[src/verilog/drive_pkg.sv]
`default_nettype none
package drive_pkg;
    localparam int CLOCK_HZ        = 125_000_000;
    localparam int WINDOW_MS       = 10;
    localparam int WINDOW_CYCLES   = CLOCK_HZ / 1000 * WINDOW_MS;
    localparam int HZ_PER_WINDOW   = 1000 / WINDOW_MS;
    localparam int RAMP_TICK_US    = 1000;
    localparam int RAMP_TICK_CYCLES =
        CLOCK_HZ / 1_000_000 * RAMP_TICK_US;
    localparam int FULL_SCALE_HZ   = 10000;
    localparam int PERCENT_FULL    = 100;
    localparam logic [15:0] DISPLAY_LIMIT = 16'h270F;
    localparam logic [15:0] DISPLAY_DIV   = 16'h000A;

    localparam logic [11:0] OFS_CONTROL   = 12'h000;
    localparam logic [11:0] OFS_JOG_SP    = 12'h004;
    localparam logic [11:0] OFS_ACCEL     = 12'h008;
    localparam logic [11:0] OFS_DECEL     = 12'h00C;
    localparam logic [11:0] OFS_SCALED_SP = 12'h010;
    localparam logic [11:0] OFS_RAMPED    = 12'h014;
    localparam logic [11:0] OFS_LEAD_FREQ = 12'h018;
    localparam logic [11:0] OFS_FB_FREQ   = 12'h01C;
    localparam logic [11:0] OFS_IN_A      = 12'h020;
    localparam logic [11:0] OFS_IN_B      = 12'h024;
    localparam logic [11:0] OFS_OUT_STAT  = 12'h028;
    localparam logic [11:0] OFS_LEVEL_PCT = 12'h02C;
    localparam logic [11:0] OFS_OP_STATE  = 12'h030;

    localparam int POLICY_BIT    = 0;
    localparam int DISP_FLAG_BIT = 16;

    localparam logic        POLICY_RESET   = 1'b0;
    localparam logic [15:0] JOG_SP_RESET   = 16'h0032;
    localparam logic [15:0] ACCEL_RESET    = 16'h0010;
    localparam logic [15:0] DECEL_RESET    = 16'h0010;
    localparam logic [15:0] SCALED_SP_RESET = 16'h0000;

    localparam logic [1:0] RESP_OKAY   = 2'b00;
    localparam logic [1:0] RESP_SLVERR = 2'b10;

    typedef enum logic [1:0] {
        ST_RSTOP = 2'b00,
        ST_FSTOP = 2'b01,
        ST_RUN   = 2'b10,
        ST_JOG   = 2'b11
    } op_state_e;

    // pin levels: 1 = open (high), 0 = shorted to common
    typedef struct packed {
        logic run;
        logic jog;
        logic rstop;
        logic fstop;
    } cmd_pins_s;

    typedef struct packed {
        logic master_follower;
        logic setpoint_sel;
    } select_pins_s;
endpackage
`default_nettype wire

[src/verilog/drive_state_ctrl.sv]
// Local design decisions: the register addresses and the AXI4-Lite register port.
`timescale 1ns/1ns
`default_nettype none
module drive_state_ctrl #(
    parameter int WINDOW_CYCLES_P = drive_pkg::WINDOW_CYCLES,
    parameter int RAMP_CYCLES_P   = drive_pkg::RAMP_TICK_CYCLES,
    parameter int FULL_SCALE_P    = drive_pkg::FULL_SCALE_HZ
) (
    input  wire logic                   clock,
    input  wire logic                   nrst,
    input  wire logic [11:0]            s_axi_awaddr,
    input  wire logic                   s_axi_awvalid,
    output logic                        s_axi_awready,
    input  wire logic [31:0]            s_axi_wdata,
    input  wire logic [3:0]             s_axi_wstrb,
    input  wire logic                   s_axi_wvalid,
    output logic                        s_axi_wready,
    output logic [1:0]                  s_axi_bresp,
    output logic                        s_axi_bvalid,
    input  wire logic                   s_axi_bready,
    input  wire logic [11:0]            s_axi_araddr,
    input  wire logic                   s_axi_arvalid,
    output logic                        s_axi_arready,
    output logic [31:0]                 s_axi_rdata,
    output logic [1:0]                  s_axi_rresp,
    output logic                        s_axi_rvalid,
    input  wire logic                   s_axi_rready,
    input  wire drive_pkg::cmd_pins_s   cmd_pins,
    input  wire drive_pkg::select_pins_s select_pins,
    input  wire logic                   lead_pulse,
    input  wire logic                   feedback_pulse,
    input  wire logic                   alarm_n,
    output logic                        drive_enable_n,
    output logic [15:0]                 ramped_reference,
    output drive_pkg::op_state_e        op_state
);
    import drive_pkg::*;

    typedef struct packed {
        op_state_e   op;
        logic        booted;
        logic [31:0] ramp_cnt;
        logic [31:0] win_cnt;
        logic [15:0] ref_hz;
        logic        den_n;
        logic        policy;
        logic [15:0] jog_sp;
        logic [15:0] accel;
        logic [15:0] decel;
        logic [15:0] scaled_sp;
        logic [7:0]  pct;
        logic        aw_held;
        logic [11:0] aw_addr;
        logic        w_held;
        logic [31:0] w_data;
        logic [3:0]  w_strb;
        logic        bvalid;
        logic [1:0]  bresp;
        logic        rvalid;
        logic [1:0]  rresp;
        logic [31:0] rdata;
    } ctrl_s;

    ctrl_s       s;
    ctrl_s       next_s;
    logic        ramp_tick;
    logic        window;
    logic        jog_drop;
    logic [15:0] target;
    logic [16:0] gap;
    logic [15:0] freq [2];
    logic [1:0]  pulses;
    logic [31:0] rd_word;
    logic        rd_hit;
    logic        wr_hit;
    logic [31:0] pct_wide;

    assign pulses = {feedback_pulse, lead_pulse};

    generate
        for (genvar i = 0; i < 2; i++) begin : g_meter
            pulse_rate_meter #(
                .COUNT_W (10),
                .FREQ_W  (16)
            ) u_meter (
                .clock    (clock),
                .nrst     (nrst),
                .pulse_in (pulses[i]),
                .window   (window),
                .freq     (freq[i])
            );
        end
    endgenerate

    assign ramp_tick = s.ramp_cnt == 32'(RAMP_CYCLES_P - 1);
    assign window    = s.win_cnt == 32'(WINDOW_CYCLES_P - 1);

    // large values lose a digit and carry a decimal flag
    function automatic logic [31:0] show(input logic [15:0] f);
        if (f > DISPLAY_LIMIT) begin
            show = {15'h0000, 1'b1, f / DISPLAY_DIV};
        end else begin
            show = {16'h0000, f};
        end
    endfunction

    function automatic logic [15:0] put16(input logic [15:0] old,
                                         input logic [31:0] d,
                                         input logic [3:0]  st);
        put16 = old;
        if (st[0]) begin
            put16[7:0] = d[7:0];
        end
        if (st[1]) begin
            put16[15:8] = d[15:8];
        end
    endfunction

    always_comb begin
        rd_hit  = 1'b1;
        rd_word = 32'h0000_0000;
        unique case (s_axi_araddr)
            OFS_CONTROL:   rd_word[POLICY_BIT] = s.policy;
            OFS_JOG_SP:    rd_word[15:0] = s.jog_sp;
            OFS_ACCEL:     rd_word[15:0] = s.accel;
            OFS_DECEL:     rd_word[15:0] = s.decel;
            OFS_SCALED_SP: rd_word[15:0] = s.scaled_sp;
            OFS_RAMPED:    rd_word = show(s.ref_hz);
            OFS_LEAD_FREQ: rd_word = show(freq[0]);
            OFS_FB_FREQ:   rd_word = show(freq[1]);
            OFS_IN_A:      rd_word[3:0] = cmd_pins;
            OFS_IN_B:      rd_word[1:0] = select_pins;
            OFS_OUT_STAT:  rd_word[1:0] = {alarm_n, s.den_n};
            OFS_LEVEL_PCT: rd_word[7:0] = s.pct;
            OFS_OP_STATE:  rd_word[1:0] = s.op;
            default:       rd_hit = 1'b0;
        endcase
    end

    // monitors are listed here and answer SLVERR, and writes to them change nothing
    always_comb begin
        unique case (s.aw_addr)
            OFS_CONTROL, OFS_JOG_SP, OFS_ACCEL, OFS_DECEL,
            OFS_SCALED_SP: wr_hit = 1'b1;
            OFS_RAMPED, OFS_LEAD_FREQ, OFS_FB_FREQ, OFS_IN_A,
            OFS_IN_B, OFS_OUT_STAT, OFS_LEVEL_PCT,
            OFS_OP_STATE: wr_hit = 1'b0;
            default: wr_hit = 1'b0;
        endcase
    end

    always_comb begin
        unique case (s.op)
            ST_RUN:  target = s.scaled_sp;
            ST_JOG:  target = s.jog_sp;
            ST_RSTOP, ST_FSTOP: target = 16'h0000;
        endcase
    end

    always_comb begin
        next_s = s;
        jog_drop = 1'b0;
        gap = 17'h00000;
        next_s.ramp_cnt = ramp_tick ? 32'h0 : s.ramp_cnt + 32'h1;
        next_s.win_cnt = window ? 32'h0 : s.win_cnt + 32'h1;

        // first cycle after reset samples the straps
        if (!s.booted) begin
            next_s.booted = 1'b1;
            if (!cmd_pins.run && !cmd_pins.rstop && !cmd_pins.fstop) begin
                next_s.op = ST_RUN;
            end else if (!cmd_pins.jog && !cmd_pins.rstop
                         && !cmd_pins.fstop) begin
                next_s.op = ST_JOG;
            end else begin
                next_s.op = ST_RSTOP;
            end
        end else if (cmd_pins.fstop) begin
            next_s.op = ST_FSTOP;
        end else if (cmd_pins.rstop) begin
            next_s.op = ST_RSTOP;
        end else if (s.op == ST_JOG) begin
            // run is ignored while jogging
            if (cmd_pins.jog) begin
                next_s.op = ST_RSTOP;
                jog_drop = 1'b1;
            end
        end else if (!cmd_pins.run && cmd_pins.jog) begin
            next_s.op = ST_RUN;
        end else if (!cmd_pins.jog && cmd_pins.run
                     && s.op != ST_RUN) begin
            next_s.op = ST_JOG;
        end

        // fast stop and jog release skip the ramp entirely
        if (next_s.op == ST_FSTOP || jog_drop) begin
            next_s.ref_hz = 16'h0000;
        end else if (ramp_tick) begin
            if (target > s.ref_hz) begin
                gap = {1'b0, target} - {1'b0, s.ref_hz};
                if (gap > {1'b0, s.accel}) begin
                    next_s.ref_hz = s.ref_hz + s.accel;
                end else begin
                    next_s.ref_hz = target;
                end
            end else if (target < s.ref_hz) begin
                gap = {1'b0, s.ref_hz} - {1'b0, target};
                if (gap > {1'b0, s.decel}) begin
                    next_s.ref_hz = s.ref_hz - s.decel;
                end else begin
                    next_s.ref_hz = target;
                end
            end
        end

        if (s.ref_hz != 16'h0000) begin
            next_s.den_n = 1'b0;
        end else if (!s.policy || freq[1] == 16'h0000) begin
            next_s.den_n = 1'b1;
        end

        if (pct_wide > 32'(PERCENT_FULL)) begin
            next_s.pct = 8'(PERCENT_FULL);
        end else begin
            next_s.pct = pct_wide[7:0];
        end

        if (s_axi_awvalid && !s.aw_held) begin
            next_s.aw_held = 1'b1;
            next_s.aw_addr = s_axi_awaddr;
        end
        if (s_axi_wvalid && !s.w_held) begin
            next_s.w_held = 1'b1;
            next_s.w_data = s_axi_wdata;
            next_s.w_strb = s_axi_wstrb;
        end
        if (s.aw_held && s.w_held && !s.bvalid) begin
            next_s.aw_held = 1'b0;
            next_s.w_held = 1'b0;
            next_s.bvalid = 1'b1;
            next_s.bresp = wr_hit ? RESP_OKAY : RESP_SLVERR;
            unique case (s.aw_addr)
                OFS_CONTROL: begin
                    if (s.w_strb[0]) begin
                        next_s.policy = s.w_data[POLICY_BIT];
                    end
                end
                OFS_JOG_SP: next_s.jog_sp =
                    put16(s.jog_sp, s.w_data, s.w_strb);
                OFS_ACCEL: next_s.accel =
                    put16(s.accel, s.w_data, s.w_strb);
                OFS_DECEL: next_s.decel =
                    put16(s.decel, s.w_data, s.w_strb);
                OFS_SCALED_SP: next_s.scaled_sp =
                    put16(s.scaled_sp, s.w_data, s.w_strb);
                default: ;
            endcase
        end
        if (s.bvalid && s_axi_bready) begin
            next_s.bvalid = 1'b0;
        end

        if (s_axi_arvalid && !s.rvalid) begin
            next_s.rvalid = 1'b1;
            next_s.rdata = rd_word;
            next_s.rresp = rd_hit ? RESP_OKAY : RESP_SLVERR;
        end else if (s.rvalid && s_axi_rready) begin
            next_s.rvalid = 1'b0;
        end
    end

    assign pct_wide = 32'(s.ref_hz) * 32'(PERCENT_FULL)
                      / 32'(FULL_SCALE_P);

    always_ff @(posedge clock or negedge nrst) begin
        if (!nrst) begin
            s <= '0;
            s.op <= ST_RSTOP;
            s.den_n <= 1'b1;
            s.policy <= POLICY_RESET;
            s.jog_sp <= JOG_SP_RESET;
            s.accel <= ACCEL_RESET;
            s.decel <= DECEL_RESET;
            s.scaled_sp <= SCALED_SP_RESET;
        end else begin
            s <= next_s;
        end
    end

    assign s_axi_awready    = !s.aw_held;
    assign s_axi_wready     = !s.w_held;
    assign s_axi_bvalid     = s.bvalid;
    assign s_axi_bresp      = s.bresp;
    assign s_axi_arready    = !s.rvalid;
    assign s_axi_rvalid     = s.rvalid;
    assign s_axi_rdata      = s.rdata;
    assign s_axi_rresp      = s.rresp;
    assign drive_enable_n   = s.den_n;
    assign ramped_reference = s.ref_hz;
    assign op_state         = s.op;
endmodule
`default_nettype wire

[src/verilog/pulse_rate_meter.sv]
`timescale 1ns/1ns
`default_nettype none
module pulse_rate_meter #(
    parameter int COUNT_W = 10,
    parameter int FREQ_W  = 16
) (
    input  wire logic              clock,
    input  wire logic              nrst,
    input  wire logic              pulse_in,
    input  wire logic              window,
    output logic [FREQ_W-1:0]      freq
);
    import drive_pkg::*;

    typedef struct packed {
        logic               prev;
        logic [COUNT_W-1:0] cnt;
        logic [FREQ_W-1:0]  freq;
    } meter_s;

    meter_s s;
    meter_s next_s;
    logic   rise;
    logic [31:0] prod;

    assign rise = pulse_in && !s.prev;
    assign prod = 32'(s.cnt) * 32'(HZ_PER_WINDOW);
    assign freq = s.freq;

    always_comb begin
        next_s = s;
        next_s.prev = pulse_in;
        if (window) begin
            // count of this window times HZ_PER_WINDOW, no averaging
            // clamp instead of wrapping when the result overflows
            if ((prod >> FREQ_W) != 32'h0000_0000) begin
                next_s.freq = '1;
            end else begin
                next_s.freq = FREQ_W'(prod);
            end
            next_s.cnt = COUNT_W'(rise);
        end else if (rise && s.cnt != '1) begin
            // saturate rather than wrap on overrange input
            next_s.cnt = s.cnt + COUNT_W'(1);
        end
    end

    always_ff @(posedge clock or negedge nrst) begin
        if (!nrst) begin
            s <= '0;
        end else begin
            s <= next_s;
        end
    end
endmodule
`default_nettype wire
[config.mk]
export PLATFORM = sky130hd
export DESIGN_NAME = drive_state_ctrl
export DESIGN_NICKNAME = d
export VERILOG_FILES = /design/src/verilog/drive_pkg.sv /design/src/verilog/drive_state_ctrl.sv /design/src/verilog/pulse_rate_meter.sv
export SDC_FILE = /design/constraint.sdc
export NUM_CORES = 1
export LEC_CHECK = 0
export ABC_AREA = 1
export BUFFER_PORTS_ARGS = -buffer_cell sky130_fd_sc_hd__buf_2
export CAP_MARGIN = 25
export CORE_ASPECT_RATIO = 1.25
export CORE_UTILIZATION = 45
export CTS_BUF_LIST = sky130_fd_sc_hd__clkbuf_16
export DETAILED_ROUTE_END_ITERATION = 6
export GPL_ROUTABILITY_DRIVEN = 0
export PLACE_DENSITY = 0.6
export SYNTH_ARGS = -nofsm -noshare
export SYNTH_HDL_FRONTEND = slang
export SYNTH_SLANG_ARGS = --single-unit
[constraint.sdc]
create_clock -name clock -period 12.1 [get_ports clock]
set_clock_uncertainty 0.2 [all_clocks]
set_input_delay 1.21 -clock clock [delete_from_list [all_inputs] [get_ports clock]]
set_output_delay 1.21 -clock clock [all_outputs]
set_load 0.02 [all_outputs]
==> metrics, run 1 <==
Switching Power 0.000988 W; post-synthesis instance area 0.0308 mm²; run status finished, final reports clean; Critical Setup Path Class register to register; layout cells sized above 1 around 13%; distinct cell type count after synthesis 72; top-level I/O count 136; Area growth, synth to finish 12.7%; sum of negative setup slack 0 ns; antenna violation net count after detailed routing 0; clock root buffer master sky130_fd_sc_hd__clkbuf_16; antenna violations before repair 3; Hold Vio Cnt, Final 0; vias post-DR 31400; share of flip-flops with an asynchronous set or reset after synthesis between 90% and 100%; buffering stage count on the worst path with inverters included 15; Avg Vias per Cell approximately 5.3; GRT Overall Usage 26.7%; combinational share of power 28.0%; critical-path cell with the highest stage delay sky130_fd_sc_hd__fa_1; Data required, critical path between 10 and 15 ns; critical-path maximum fanout 13; final routed DRC violation total 0; clock tree buffer depth 3; slew at the pin closest to its max-slew limit 1.01 ns; total die area just under 0.07 mm²; Buffers on Ports 100; Sw Ratio 34.1%; number of pins with negative max-slew slack in the final report 0; first drt pass iteration count 6; cell mode on critical path sky130_fd_sc_hd__nand2_1; max capacitance violation total 0; net count reported at finish ~5400; number of warning messages in the yosys log 0; effective utilization at floorplan 45.8%; worst stage delay on the critical path 0.51 ns; startpoint type of the worst setup path register; Std-Cell Core Area 0.0674 mm²; leakage component of the power 19.0 nW; arrival time at the worst endpoint 11.61 ns; total length of routed wires 94900 µm; setup slack of the most critical reg-to-reg path 0.73 ns; fmax 87.9 MHz; Routed wire per std cell 16.1 µm; worst hold-check path type register to register; most used flip-flop cell after synthesis sky130_fd_sc_hd__dfrtp_1; Crit. End Element register; mean instance size in the synthesized netlist between 6 and 7 µm²; count of flip-flops with a built-in enable after synthesis 0; wire length of the first global-routing pass 150000 µm; cell family contributing the most delay on the critical path simple AND/OR/NAND/NOR gates; TritonCTS clock tree done; number of standard-cell rows in the floorplan 106; detailed placement HPWL around 76000 µm; VDD IR max 0.129 mV; power per unit of standard cell area 83.3 mW/mm²; worst-case headroom to the max-slew limit 31.7%; DR iter-0 viols 2103; clock period minus final worst setup slack 11.37 ns; Chip Width 236 µm; floorplan die height between 200 and 300 µm; count of filler cells inserted in the layout 6971; clock slew at reported path FFs 0.06 ns; number of sinks driven by the clock tree around 260; #FFs+latches synth 262; final count of negative-setup-slack endpoints 0; total number of H-tree levels 2; internal power 0.00190 W; synthesized netlist cell count 4833; sequential group share of total power approximately a third; latest clock arrival within the worst-skew pair 0.56 ns; CTS buffer count 34; slack of the critical path 0.728 ns; Clock power frac 37.1%; final clock period utilization by the worst path 94.0%; Final Power approximately 0.0029 W; total global routing overflow 0; worst slack at placement 0.0603 ns; largest net degree at the start of global routing between 150 and 200; sequential cell area fraction in the yosys report between 20% and 30%; number of global-route vias before repair 29100
==> cell families after synthesis <==
family | synth area share, %
simple gates | 34.4
flops | 21.3
mux | 0.398
compound gates | 13.6
other cells | 0.0244
xor+xnor | 5.54
fa+ha+maj | 11.6
buf+inv | 13.2
==> sequential cells by signal, summed over array words and instances (netlist names) <==
register	flops
s	170
g_meter.u_meter.freq	30
g_meter.u_meter.s	22
s_axi_rdata	17
ramped_reference	16
op_state	2
drive_enable_n	1
s_axi_bresp	1
s_axi_bvalid	1
s_axi_rresp	1
s_axi_rvalid	1
==> synth_stat cells (all sizes together) (23+ instances only) <==
cell	number	share of area, %
xnor2	30	0.85
xor2	165	4.7
o211ai	33	0.80
fa	25	1.6
nor2	451	6.1
clkbuf	54	0.66
dfrtp	256	21
buf	78	2.0
ha	245	9.9
nand3b	23	0.56
o22ai	38	0.77
nand4	101	2.0
o21ai	258	4.2
nor3	69	1.1
a21oi	273	4.5
nand3	414	7.2
inv	854	10
nand2	1250	16
nor4	33	0.67
==> path summary, 6_finish.rpt <==
path                                                 startpoint                               to  cells past startpoint
worst min register to register                 s[210]$_DFF_PN0_                 s[210]$_DFF_PN0_                      1
max in group asynchronous                                  nrst  ramped_reference[1]$_DFFE_PN0P_                      2
worst max-delay path            ramped_reference[9]$_DFFE_PN0P_                  s[90]$_DFF_PN0_                     83
worst min-delay path                           s[210]$_DFF_PN0_                 s[210]$_DFF_PN0_                      1
worst max register to register  ramped_reference[9]$_DFFE_PN0P_                  s[90]$_DFF_PN0_                     83
min in group asynchronous                                  nrst                 s[231]$_DFF_PN0_                      1
==> cells in the final DEF (no fill, tap or decap), types with 11 or more instances in the layout <==
cell type	netlist	routed
sky130_fd_sc_hd__a21oi_1	269	260
sky130_fd_sc_hd__a21oi_2	3	12
sky130_fd_sc_hd__a22oi_1	20	20
sky130_fd_sc_hd__buf_2	9	99
sky130_fd_sc_hd__buf_4	56	133
sky130_fd_sc_hd__clkbuf_16	0	36
sky130_fd_sc_hd__clkinv_1	7	11
sky130_fd_sc_hd__conb_1	2	19
sky130_fd_sc_hd__dfrtp_1	256	253
sky130_fd_sc_hd__fa_1	25	25
sky130_fd_sc_hd__ha_1	245	234
sky130_fd_sc_hd__inv_1	810	801
sky130_fd_sc_hd__inv_2	44	52
sky130_fd_sc_hd__nand2_1	1167	1123
sky130_fd_sc_hd__nand2_2	74	112
sky130_fd_sc_hd__nand2_4	9	11
sky130_fd_sc_hd__nand3_1	389	378
sky130_fd_sc_hd__nand3_2	20	26
sky130_fd_sc_hd__nand3b_1	23	23
sky130_fd_sc_hd__nand4_1	101	101
sky130_fd_sc_hd__nor2_1	406	372
sky130_fd_sc_hd__nor2_2	31	48
sky130_fd_sc_hd__nor2_4	12	29
sky130_fd_sc_hd__nor3_1	69	69
sky130_fd_sc_hd__nor4_1	33	32
sky130_fd_sc_hd__o2111ai_1	11	11
sky130_fd_sc_hd__o211ai_1	33	33
sky130_fd_sc_hd__o21ai_0	243	241
sky130_fd_sc_hd__o21ai_1	13	12
sky130_fd_sc_hd__o21bai_1	17	17
sky130_fd_sc_hd__o22ai_1	38	38
sky130_fd_sc_hd__or2_2	12	12
sky130_fd_sc_hd__xnor2_1	30	30
sky130_fd_sc_hd__xor2_1	165	161
==> cell type report <==
cell class | instances | area (µm²) | area share [%]
clock inverter | 26 | 289 | 0.832
tap | 864 | 1080 | 3.11
antenna | 3 | 7.51 | 0.0216
inverter | 862 | 3260 | 9.38
multi-input combinational | 3596 | 20900 | 60.2
clock buffer | 35 | 876 | 2.52
sequential | 262 | 6570 | 18.9
timing repair buffer | 249 | 1730 | 4.99
==> per-layer routing <==
layer  wire [µm]  track usage (%)  vias to the layer above
met3        4810             2.29                      155
li1            -                -                    15900
met5          21                0                        -
met2       44400             45.9                      738
met1       42900             35.4                    14500
met4        2760             7.98                        4
==> through the flow <==
stage          area [µm²]  utilization (%)  hold WS (ns)  instances
4_1_cts             33700             50.0         0.265       5852
2_1_floorplan       30900                -         0.233       4850
3_5_place_dp        32500             48.3         0.250       5791
5_1_grt             34700             51.5         0.296       5894
6_report            34700             51.6         0.263       5897
3_3_place_gp        32500             48.2         0.252       5787
==> power groups by stage <==
stage / registers (W) / logic (W) / clock network, W
2_1_floorplan: 0.00101 / 0.000614 / 0
3_3_place_gp: 0.00102 / 0.000801 / 0
3_5_place_dp: 0.00102 / 0.000801 / 0
4_1_cts: 0.00101 / 0.000814 / 0.00110
5_1_grt: 0.00102 / 0.000934 / 0.00112
6_report: 0.00101 / 0.000810 / 0.00107
==> repair_timing <==
item                       CTS  global route
hold endpoints to repair     0             0
hold buffers                 0             0
gates resized for setup      1           193
pin swaps                    0            41
setup buffers                0            38
setup endpoints to repair    2             9
cloned                       0             3
==> worst reg2reg max path, delay by kind of cell, from the launching register on <==
kind	cells	cell delay, ns
adders and majority gates	4	1.36
DFF	1	0.38
buffers and inverters	15	2.04
AOI/OAI and AO/OA	2	0.50
and+or+nand+nor	62	6.82
No activity file was read; power rests on OpenSTA's default activity.
==> run 2: changes to the inputs <==
--- a/config.mk
+++ b/config.mk
@@ -9,11 +9,12 @@
 export BUFFER_PORTS_ARGS = -buffer_cell sky130_fd_sc_hd__buf_2
 export CAP_MARGIN = 25
 export CORE_ASPECT_RATIO = 1.25
-export CORE_UTILIZATION = 45
+export CORE_UTILIZATION = 55
 export CTS_BUF_LIST = sky130_fd_sc_hd__clkbuf_16
 export DETAILED_ROUTE_END_ITERATION = 6
 export GPL_ROUTABILITY_DRIVEN = 0
-export PLACE_DENSITY = 0.6
+export MAX_ROUTING_LAYER = met4
+export PLACE_DENSITY = 0.71
 export SYNTH_ARGS = -nofsm -noshare
 export SYNTH_HDL_FRONTEND = slang
 export SYNTH_SLANG_ARGS = --single-unit
==> constraint.sdc (replaced) <==
create_clock -name clock -period 13.46 [get_ports clock]
set_clock_uncertainty 0.2 [all_clocks]
set_input_delay 1.346 -clock clock [delete_from_list [all_inputs] [get_ports clock]]
set_output_delay 1.346 -clock clock [all_outputs]
set_load 0.02 [all_outputs]
==> run 2 against run 1 <==
Critical endpoint is now s[93]$_DFF_PN0_. Non-clock buffer count rose by 48. Worst hold slack got worse by 0.0022 ns. Sequential power fell by 10%. Global-route usage rose by 5.9 points. Register-to-register slack improved by 0.36 ns.
==> metrics, run 2 (synthesis gave the netlist of run 1 again) <==
run status finished, final reports clean; Data required, critical path 13.74 ns (+1.41 ns); fmax 80.8 MHz (-8.1%); clock tree buffer depth 3 (unchanged); wire length of the first global-routing pass 146000 µm (-2.8%); final routed DRC violation total 0 (unchanged); Critical Setup Path Class register to register; latest clock arrival within the worst-skew pair 0.61 ns (+0.05 ns); beginning of the critical path ramped_reference[10]$_DFFE_PN0P_; CTS buffer count 30 (-12%); antenna violations before repair 10 (+7); Top reg by flops s; effective utilization at floorplan 55.9% (+10 points); final cell area excluding filler cells 0.0342 mm² (-1.6%); Routed wire per std cell 15.6 µm (-3.1%); largest net degree at the start of global routing 179 (+4.7%); total number of H-tree levels 1 (-1); number of pins with negative max-slew slack in the final report 0 (unchanged); power per unit of standard cell area 73.9 mW/mm² (-11%); final count of negative-setup-slack endpoints 0 (unchanged); slew at the pin closest to its max-slew limit 1.15 ns (+0.138 ns); arrival time at the worst endpoint 12.66 ns (+1.05 ns); clock slew at reported path FFs 0.07 ns (about the same); DR iter-0 viols 2297 (+9.2%); Chip Width 214 µm (-9.5%); worst slack at placement 0.914 ns (+0.854 ns); total global routing overflow 0 (unchanged); Avg Vias per Cell 5.45 (+2.6%); final clock period utilization by the worst path 91.9% (-2.0 points); number of standard-cell rows in the floorplan 96 (-9.4%); most common library cell in the layout ignoring fill and taps sky130_fd_sc_hd__nand2_1; flip-flop count of the largest register, all copies and words added 170 (unchanged); Crit. End Element register; cell mode on critical path sky130_fd_sc_hd__nand2_1; TritonCTS clock tree done; leakage component of the power 19.0 nW (+0.15%); startpoint type of the worst setup path register; cell area reported after detailed placement 0.0329 mm² (+1.2%); Area growth, synth to finish 10.9%; vias post-DR 31700 (+1.2%); worst stage delay on the critical path 0.51 ns (about the same); antenna violation net count after detailed routing 0 (unchanged); post-route insts no fill 5818 (-1.3%); number of global-route vias before repair 29200 (+0.46%); net count reported at finish 5394 (+0.80%); first drt pass iteration count 6 (unchanged); worst-case headroom to the max-slew limit 23.2% (-8.6 points); reg2reg start ramped_reference[10]$_DFFE_PN0P_; hold wc startpoint s[178]$_DFF_PN0_; dpl cells 5740 (-0.88%); slack of the critical path 1.08 ns (+0.357 ns); clock period minus final worst setup slack 12.38 ns (+1.00 ns); number of sinks driven by the clock tree 262 (unchanged); layout cells sized above 1 11.6% (-1.8 points); VDD IR max 0.100 mV (-22%); clock root buffer master sky130_fd_sc_hd__clkbuf_16; Std-Cell Core Area 0.0551 mm² (-18%); max capacitance violation total 0 (unchanged); worst hold-check path type register to register; top-level I/O count 136 (unchanged); count of filler cells inserted in the layout 5368 (-23%); total length of routed wires 90800 µm (-4.4%); critical-path maximum fanout 17 (+4); Hold Vio Cnt, Final 0 (unchanged); critical-path cell with the highest stage delay sky130_fd_sc_hd__fa_1; floorplan die height 267 µm (-9.5%); detailed placement HPWL 72200 µm (-4.6%); GRT Overall Usage 32.6% (+5.9 points); Buffers on Ports 100 (unchanged); commonest cells after routing, fill and taps aside 1166 x sky130_fd_sc_hd__nand2_1, 815 x sky130_fd_sc_hd__inv_1, 406 x sky130_fd_sc_hd__nor2_1; total die area 0.0570 mm² (-18%)
-- run 2: worst paths after layout --
path                            slack, ns          endpoint  cells after the start
worst min register to register       0.26  s[178]$_DFF_PN0_                      1
worst min-delay path                 0.26  s[178]$_DFF_PN0_                      1
min in group asynchronous            0.51  s[232]$_DFF_PN0_                      1
max in group asynchronous           11.04  s[242]$_DFF_PN0_                      2
worst max-delay path                 1.08   s[93]$_DFF_PN0_                     88
worst max register to register       1.08   s[93]$_DFF_PN0_                     88
-- run 2: through the flow --
step           hold slack (ns)  setup TNS [ns]  utilization, %  total power [W]
5_1_grt                  0.278         -0.0216            62.0          0.00269
3_3_place_gp             0.249               0            59.7          0.00163
2_1_floorplan            0.233               0               -          0.00146
6_report                 0.261               0            62.0          0.00253
3_5_place_dp             0.254               0            59.7          0.00164
4_1_cts                  0.265               0            61.6          0.00253
-- run 2: timing repair --
item | in CTS | in global routing
resized for setup | 0 | 9
hold buffers | 0 | 0
endpoints found under the setup margin | 0 | 7
buffers inserted | 0 | 6
-- run 2: worst max-delay path, delay by kind of cell, from the launching register on --
kind                     cells  cell delay, ns
AND/OR/NAND/NOR             67            8.01
adder cells (fa/ha/maj)      4            1.49
buffers and inverters       15            1.80
AO/OA/AOI/OAI                2            0.44
flip-flops                   1            0.33
-- run 2: per-layer routing --
metal  vias up  part of all wire (%)  GRT usage (%)
met5         -                     0              -
met2       981                    45           51.5
met1     14500                    44           42.6
met4         0                   4.2           12.5
met3       205                   6.6           3.74
li1      16000                     -              -
-- run 2: final cells by class --
type	instances	area (µm²)	area share (%)
sequential	262	6570	19.2
clock buffer	30	751	2.20
clock inverter	26	310	0.908
antenna	11	27.5	0.0805
tap	735	920	2.69
timing repair buffer	297	2040	5.97
multi-input combinational	3595	20300	59.5
inverter	862	3250	9.50
-- run 2: report_power, final --
group | total [W] | internal, W | switching [W]
clock network | 0.000886 | 0.000523 | 0.000363
registers | 0.000908 | 0.000859 | 0.0000486
logic | 0.000732 | 0.000265 | 0.000468
total | 0.00253 | 0.00165 | 0.000880
